**config.mk**
```make
export PLATFORM = sky130hd
export DESIGN_NAME = burst_sram_clock_interface
export DESIGN_NICKNAME = d
export VERILOG_FILES = /design/src/common/burst_sram_pkg.sv /design/src/rtl/burst_sram_clock_interface.sv
export VERILOG_INCLUDE_DIRS = /design/src /design/src/common
export SDC_FILE = /design/constraint.sdc
export NUM_CORES = 1
export LEC_CHECK = 0
export BUFFER_PORTS_ARGS = -buffer_cell sky130_fd_sc_hd__buf_2
export CAP_MARGIN = 30
export CORE_MARGIN = 2
export CORE_UTILIZATION = 61
export DETAILED_ROUTE_END_ITERATION = 6
export PLACE_DENSITY = 0.79
export SYNTH_ARGS = -nofsm -noshare
export SYNTH_HDL_FRONTEND = slang
export SYNTH_SLANG_ARGS = --single-unit
```
**constraint.sdc**
```tcl
create_clock -name clock_i -period 2.5 [get_ports clock_i]
set_input_delay 0.125 -clock clock_i [delete_from_list [all_inputs] [get_ports clock_i]]
set_output_delay 0.125 -clock clock_i [all_outputs]
set_load 0.05 [all_outputs]
```
**src/common/burst_sram_map.svh**
```systemverilog
// burst_sram_map.svh: constants for the burst sram clock interface
// assumes inclusion by the package, the design file and the bench
`ifndef BURST_SRAM_MAP_SVH
`define BURST_SRAM_MAP_SVH
`define ADDR_W       4
`define WORD_W       18
`define LANE_W       9
`define LANES        2
`define BURST_LEN    2
`define RW_READ      1'b1
`define RW_WRITE     1'b0
`define DLL_LOCK_CYC 8
`endif

```
**src/common/burst_sram_pkg.sv**
```systemverilog
// burst_sram_pkg: types shared by the burst sram block
// assumes the map header sits on the include path
`include "burst_sram_map.svh"
package burst_sram_pkg;
    typedef struct packed {
        logic                 load_n;
        logic                 rw;
        logic [`ADDR_W-1:0]   addr;
    } cmd_t;
    typedef struct packed {
        logic [`WORD_W-1:0]   data;
        logic [`LANES-1:0]    byte_write_sel_n;
    } wbeat_t;
    typedef enum logic [1:0] {
        ST_IDLE,
        ST_RD_LO,
        ST_RD_HI
    } rd_state_t;
endpackage

```
**src/rtl/burst_sram_clock_interface.sv**
```systemverilog
// burst_sram_clock_interface: command, clocking and data path of a burst sram
// assumes all inputs synchronous to clock_i; the four device clocks are phase enables
//
// How it works
// - load_strobe_n low loads an access; rw high means read, low write
// - output clock phases together pace the read words onto the data outputs
// - inputs captured on positive input clock phase; every access begins there
// - negative input clock phase also captures inputs, the second burst word
// - single clock mode paces read data by input clock phases instead
// - positive echo clock follows positive output clock, or input clock when single
// - negative echo clock follows negative output clock, or input clock when single
// - dll_disable_n low holds the lock delay cleared and dll lock low; read timing is unchanged
// - each load moves a burst of two words in one clock period
// - read outputs released (enable high) when no read is pending
// - byte write selects sampled with write data; deselected bytes stay unchanged
`timescale 1ns/100ps
`include "burst_sram_map.svh"
module burst_sram_clock_interface
    import burst_sram_pkg::*;
#(
    parameter int DEPTH = 1 << `ADDR_W
)(
    // clock and reset
    input  wire logic                clock_i,
    input  wire logic                sys_rst_i,
    // clock phase enables from the controller, then single clock and dll mode inputs
    input  wire logic                in_clk_p_i,
    input  wire logic                in_clk_n_i,
    input  wire logic                out_clk_p_i,
    input  wire logic                out_clk_n_i,
    input  wire logic                single_clock_i,
    input  wire logic                dll_disable_n_i,
    // command and write data
    input  wire cmd_t                cmd_i,
    input  wire wbeat_t              wbeat_i,
    // read data, output enable, echo clocks and dll lock
    output logic [`WORD_W-1:0]       rdata_o,
    output logic                     rdata_oe_n_o,
    output logic                     echo_clk_p_o,
    output logic                     echo_clk_n_o,
    output logic                     dll_locked_o
);
    logic [`WORD_W-1:0] mem_q [DEPTH];
    logic [`ADDR_W-1:0] rd_addr_q;
    logic [`ADDR_W-1:0] wr_addr_q;
    logic               wr_hi_q;
    logic [`ADDR_W-1:0] hi_addr_q;
    logic               rd_pend_q;
    rd_state_t          rd_state_q;
    logic [`WORD_W-1:0] rdata_q;
    logic               oe_n_q;
    logic               ecp_q;
    logic               ecn_q;
    logic [3:0]         lock_cnt_q;
    logic               locked_q;

    function automatic logic [`WORD_W-1:0] merge(input logic [`WORD_W-1:0] old_w,
                                                 input wbeat_t b);
        logic [`WORD_W-1:0] r;
        r = old_w;
        for (int i = 0; i < `LANES; i++)
            if (!b.byte_write_sel_n[i])
                r[i*`LANE_W +: `LANE_W] = b.data[i*`LANE_W +: `LANE_W];
        return r;
    endfunction

    // address bit 0 never steers a burst; the beat picks the word of the pair
    function automatic logic [`ADDR_W-1:0] pair_addr(input logic [`ADDR_W-1:0] a,
                                                      input logic odd);
        return {a[`ADDR_W-1:1], odd};
    endfunction

    // single clock mode swaps the output pacing source
    wire pace_p = single_clock_i ? in_clk_p_i : out_clk_p_i;
    wire pace_n = single_clock_i ? in_clk_n_i : out_clk_n_i;
    wire load   = in_clk_p_i && !cmd_i.load_n;
    wire rd_req = load && (cmd_i.rw == `RW_READ);
    wire wr_req = load && (cmd_i.rw == `RW_WRITE);
    wire rd_busy = (rd_state_q != ST_IDLE);
    wire [`ADDR_W-1:0] wa_load = pair_addr(cmd_i.addr, 1'b0);
    wire [`ADDR_W-1:0] wa_hi   = pair_addr(wr_addr_q, 1'b1);
    wire [`ADDR_W-1:0] ra_lo   = pair_addr(rd_addr_q, 1'b0);
    // high word keeps its own address so a queued load cannot steer it
    wire [`ADDR_W-1:0] ra_hi   = pair_addr(hi_addr_q, 1'b1);
    wire lock_done = (lock_cnt_q == 4'(`DLL_LOCK_CYC));

    // write path: first word on positive phase with the load, second on negative
    always_ff @(posedge clock_i)
    begin
        if (wr_req)
            mem_q[wa_load] <= merge(mem_q[wa_load], wbeat_i);
        else if (wr_hi_q && in_clk_n_i)
            mem_q[wa_hi] <= merge(mem_q[wa_hi], wbeat_i);
    end

    always_ff @(posedge clock_i)
    begin
        if (sys_rst_i)
        begin
            wr_addr_q <= '0;
            wr_hi_q   <= 1'b0;
        end
        else if (wr_req)
        begin
            wr_addr_q <= cmd_i.addr;
            wr_hi_q   <= 1'b1;
        end
        else if (in_clk_n_i)
        begin
            wr_hi_q <= 1'b0;
        end
    end

    // read path: burst of two words paced by the selected clock pair
    always_ff @(posedge clock_i)
    begin
        if (sys_rst_i)
        begin
            rd_state_q <= ST_IDLE;
            rd_addr_q  <= '0;
            hi_addr_q  <= '0;
            rd_pend_q  <= 1'b0;
            rdata_q    <= '0;
            oe_n_q     <= 1'b1;
        end
        else
        begin
            if (rd_req)
                rd_addr_q <= cmd_i.addr;
            // one load may wait behind a busy burst; two in one burst is a misuse
            if (rd_req && rd_busy)
                rd_pend_q <= 1'b1;
            case (rd_state_q)
                ST_IDLE:
                begin
                    if (rd_req)
                        rd_state_q <= ST_RD_LO;
                    else if (pace_p)
                        oe_n_q <= 1'b1;
                end
                ST_RD_LO:
                begin
                    if (pace_p)
                    begin
                        rdata_q    <= mem_q[ra_lo];
                        hi_addr_q  <= rd_addr_q;
                        oe_n_q     <= 1'b0;
                        rd_state_q <= ST_RD_HI;
                    end
                end
                ST_RD_HI:
                begin
                    if (pace_n)
                    begin
                        rdata_q    <= mem_q[ra_hi];
                        rd_pend_q  <= 1'b0;
                        rd_state_q <= (rd_req || rd_pend_q) ? ST_RD_LO : ST_IDLE;
                    end
                end
                default: rd_state_q <= ST_IDLE;
            endcase
        end
    end

    // echo clocks run free; not reset-gated beyond a defined start value
    always_ff @(posedge clock_i)
    begin
        if (sys_rst_i)
        begin
            ecp_q <= 1'b0;
            ecn_q <= 1'b0;
        end
        else
        begin
            ecp_q <= pace_p;
            ecn_q <= pace_n;
        end
    end

    // lock delay stands in for the dll; held cleared with lock low while the dll is off
    always_ff @(posedge clock_i)
    begin
        if (sys_rst_i)
        begin
            lock_cnt_q <= '0;
            locked_q   <= 1'b0;
        end
        else if (!dll_disable_n_i)
        begin
            lock_cnt_q <= '0;
            locked_q   <= 1'b0;
        end
        else
        begin
            if (!lock_done)
                lock_cnt_q <= lock_cnt_q + 4'h1;
            locked_q <= lock_done;
        end
    end

    assign rdata_o      = rdata_q;
    assign rdata_oe_n_o = oe_n_q;
    assign echo_clk_p_o = ecp_q;
    assign echo_clk_n_o = ecn_q;
    assign dll_locked_o = locked_q;
endmodule // burst_sram_clock_interface

```
==> results.py <==
metrics = {
    "clocking": {
        "htreeDepth": 2,
        "cts.sinks": 333,
        "ctsLongestPathBuffers": 3,
        "cts_tree": "done",
        "cts_buffers": 34,
        "clkLatencyLatePin_ps": 510,
        "cts-root-buf": "clkbuf_16",
        "cts.clk_slew.worst_paths_ps": 60,
    },
    "route": {
        "wl_per_cell_microns": 24.2,
        "wl_microns": 25300,
        "ant_nets": 0,
        "route.detailed.drc": 0,
        "drt_first_pass_iters": 5,
        "via_per_inst": 6.14,
        "vias": 6425,
        "drtIter0Drc": 718,
    },
    "cells_and_area": {
        "utilization_pct": 72.4,
        "multiInputGateArea_sq_um": 3060,
        "fin_nets": 786,
        "drive_gt1_share_pct": 31.2,
        "regArea_sq_um": 9550,
        "area_delta_synth_final_pct": 15.7,
        "n_fill_cell": 1175,
        "mostFrequentLayoutCells": "288 x edfxtp_1, 56 x mux4_2, 54 x buf_2",
        "final_common_cell": "edfxtp_1",
    },
    "die": {
        "initial_core_util_pct": 62.6,
        "die_h_microns": 149,
        "die_area_sq_um": 22100,
        "num_rows": 52,
        "core_sq_um": 20400,
        "ios": 56,
        "die_w_microns": 149,
    },
    "grt": {
        "antenna_found_initial": 1,
        "grt_usage_pct": 23.7,
        "grt_pass1_vias": 6706,
        "grt_overflow_total": 0,
        "grt_max_degree": 37,
        "grt_pass1_wl_microns": 38700,
    },
    "sta": {
        "max_freq_mhz": 480,
        "setup_viol": 0,
        "final-max-slew-violation-count": 0,
        "period_share_pct": 83.3,
        "fin_worst_skew_ps": 22.9,
        "holdWs_ps": 11.3,
        "finalSetupTns_ps": 0,
        "rsz0062_at_grt": "false",
        "slew_headroom_pct": 54.4,
        "hold_viol_final": 0,
        "setup_slack_ps": 416,
        "tightest_slew_ps": 684,
        "fin_crit_ps": 2080,
    },
    "setup_path": {
        "crit_arrival_ps": 2290,
        "required_ps": 2710,
        "crit_path_end_kind": "register",
        "worstSetupPathType": "register to register",
        "cp_max_fo": 9,
        "cp-start-kind": "register",
    },
    "power": {
        "power_frac_clock_pct": 42.8,
        "power_uw": 11300,
        "p_per_area_nw_per_um2": 765,
        "p_int_uw": 9060,
        "switchingPower_uw": 2250,
        "peakVddDrop_mv": 0.457,
        "swShare_pct": 19.9,
        "leakage_uw": 0.00484,
        "comb_power_share_pct": 3.4,
        "seqPwrFrac_pct": 53.8,
    },
    "min_path": {
        "hp-class": "primary input to register",
    },
    "synthesis": {
        "ys_types": 42,
        "ys_ff_latch": 333,
        "netlist_area_sq_um": 12800,
        "yosysWarningCount": 0,
        "synthCells": 631,
        "avgSynthCellArea_sq_um": 20.3,
        "seq_area_frac_synth_pct": 74.7,
        "synth_nets": 667,
    },
    "placed_design": {
        "globalplace.congestion": 0.768,
        "dp_hpwl_microns": 15600,
        "preCtsSetupSlack_ps": 382,
        "port_buffers": 54,
    },
    "run": {
        "maxCapViolations": 0,
    },
    "status": {
        "status": "finished, final reports clean",
    },
}
[timing repair]
action,in CTS,in global routing
buffers inserted,0,0
resized for setup,0,0
hold buffers,10,0
hold endpoints to repair,14,0
[synthesized netlist by cell type]
cell type / n / area, sq um
and2_1: 1 / 6.26
xor2_1: 1 / 8.76
or3_1: 2 / 12.5
buf_1: 3 / 11.3
buf_6: 2 / 22.5
a21oi_1: 7 / 35.0
a211oi_2: 1 / 12.5
o21bai_1: 1 / 7.51
buf_2: 7 / 35.0
mux2_1: 1 / 11.3
nand3_1: 1 / 5.00
or3b_2: 1 / 8.76
dfxtp_1: 45 / 901
xnor2_1: 1 / 8.76
ha_1: 2 / 25.0
mux2i_1: 30 / 300
buf_4: 2 / 15.0
nand3b_1: 2 / 15.0
o21a_1: 1 / 7.51
nand2_1: 14 / 52.6
nand2b_1: 6 / 37.5
nor3b_2: 2 / 25.0
a211oi_1: 2 / 15.0
nor2b_1: 7 / 43.8
edfxtp_1: 288 / 8650
a2111oi_0: 1 / 8.76
a22oi_1: 11 / 82.6
nor2_1: 49 / 184
inv_1: 2 / 7.51
nor3_1: 3 / 15.0
mux2_2: 20 / 225
or2_2: 3 / 18.8
a221oi_4: 1 / 26.3
o211ai_1: 1 / 7.51
buf_12: 2 / 40.0
a22oi_2: 6 / 75.1
mux4_2: 56 / 1260
mux4_1: 16 / 420
clkbuf_1: 9 / 33.8
and2b_1: 1 / 7.51
clkbuf_2: 3 / 15.0
o21ai_1: 17 / 85.1
[registers in the layout, summed over array words and instances, names as in the netlist, named ones only]
| name | count |
|---|---|
| lock_cnt_q | 4 |
| rd_addr_q | 3 |
| echo_clk_n_o | 1 |
| rd_state_q | 2 |
| rdata_o | 18 |
| echo_clk_p_o | 1 |
| wr_hi_q | 1 |
| dll_locked_o | 1 |
| hi_addr_q | 3 |
| mem_q | 288 |
| wr_addr_q | 3 |
| rdata_oe_n_o | 1 |
| rd_pend_q | 1 |
[critical path: stages (launching register included)]
cell	delay (ps)
dfxtp_1	330
nand2_1	110
a211oi_2	390
mux2_1	530
nor2_1	200
buf_4	220
[final timing paths]
check	start	to	slack (ps)	cells after the start
max	wr_hi_q$_SDFFE_PP0P_	mem_q[15][14]$_DFFE_PP_	420	5
min reg2reg	rdata_o[4]$_SDFFE_PP0P_	rdata_o[4]$_SDFFE_PP0P_	500	2
min	wbeat_i[17]	mem_q[9][15]$_DFFE_PP_	10	1
max reg2reg	wr_hi_q$_SDFFE_PP0P_	mem_q[15][14]$_DFFE_PP_	420	5
[final cells by class]
| class | instances | area share, % |
|---|---|---|
| antenna | 1 | 0.0169 |
| clock buffer | 48 | 6.68 |
| clock inverter | 14 | 0.652 |
| inverter | 2 | 0.0508 |
| multi-input combinational | 268 | 20.7 |
| sequential | 333 | 64.6 |
| tap | 270 | 2.28 |
| timing repair buffer | 111 | 5.06 |
[metrics by stage]
step / cells / area, sq um
CTS: 1046 / 14800
global placement: 974 / 13600
detailed placement: 974 / 13600
finish: 1047 / 14800
floorplan: 631 / 12800
global route: 1046 / 14800
[power groups by stage]
stage	Clock [uW]	Sequential, uW	Combinational [uW]
after floorplan	0	6250	162
after global placement	0	6200	351
after detailed placement	0	6200	373
after CTS	4910	6090	388
after global routing	5130	6090	417
final	4840	6090	389
[metal layers]
layer	up-vias	track usage, %	part of all wire (%)
li1	2805	-	-
met1	3304	35.3	41
met2	281	37.7	49
met3	35	3.85	7.7
met4	0	6.24	1.6
met5	-	0	0
[cells by family (layout without fill, tap and decap cells)]
logic type	Yosys count	count (layout)	share of synthesized area, %
DFF	333	333	74.7
muxes	123	123	17.4
adders and majority gates	2	2	0.196
and+or+nand+nor	92	92	3.38
xor gates and xnor gates	2	2	0.137
other	0	1	0
AOI/OAI and AO/OA	49	49	2.84
buffers and inverters	30	175	1.41
Power figures use the tool's default switching activity.
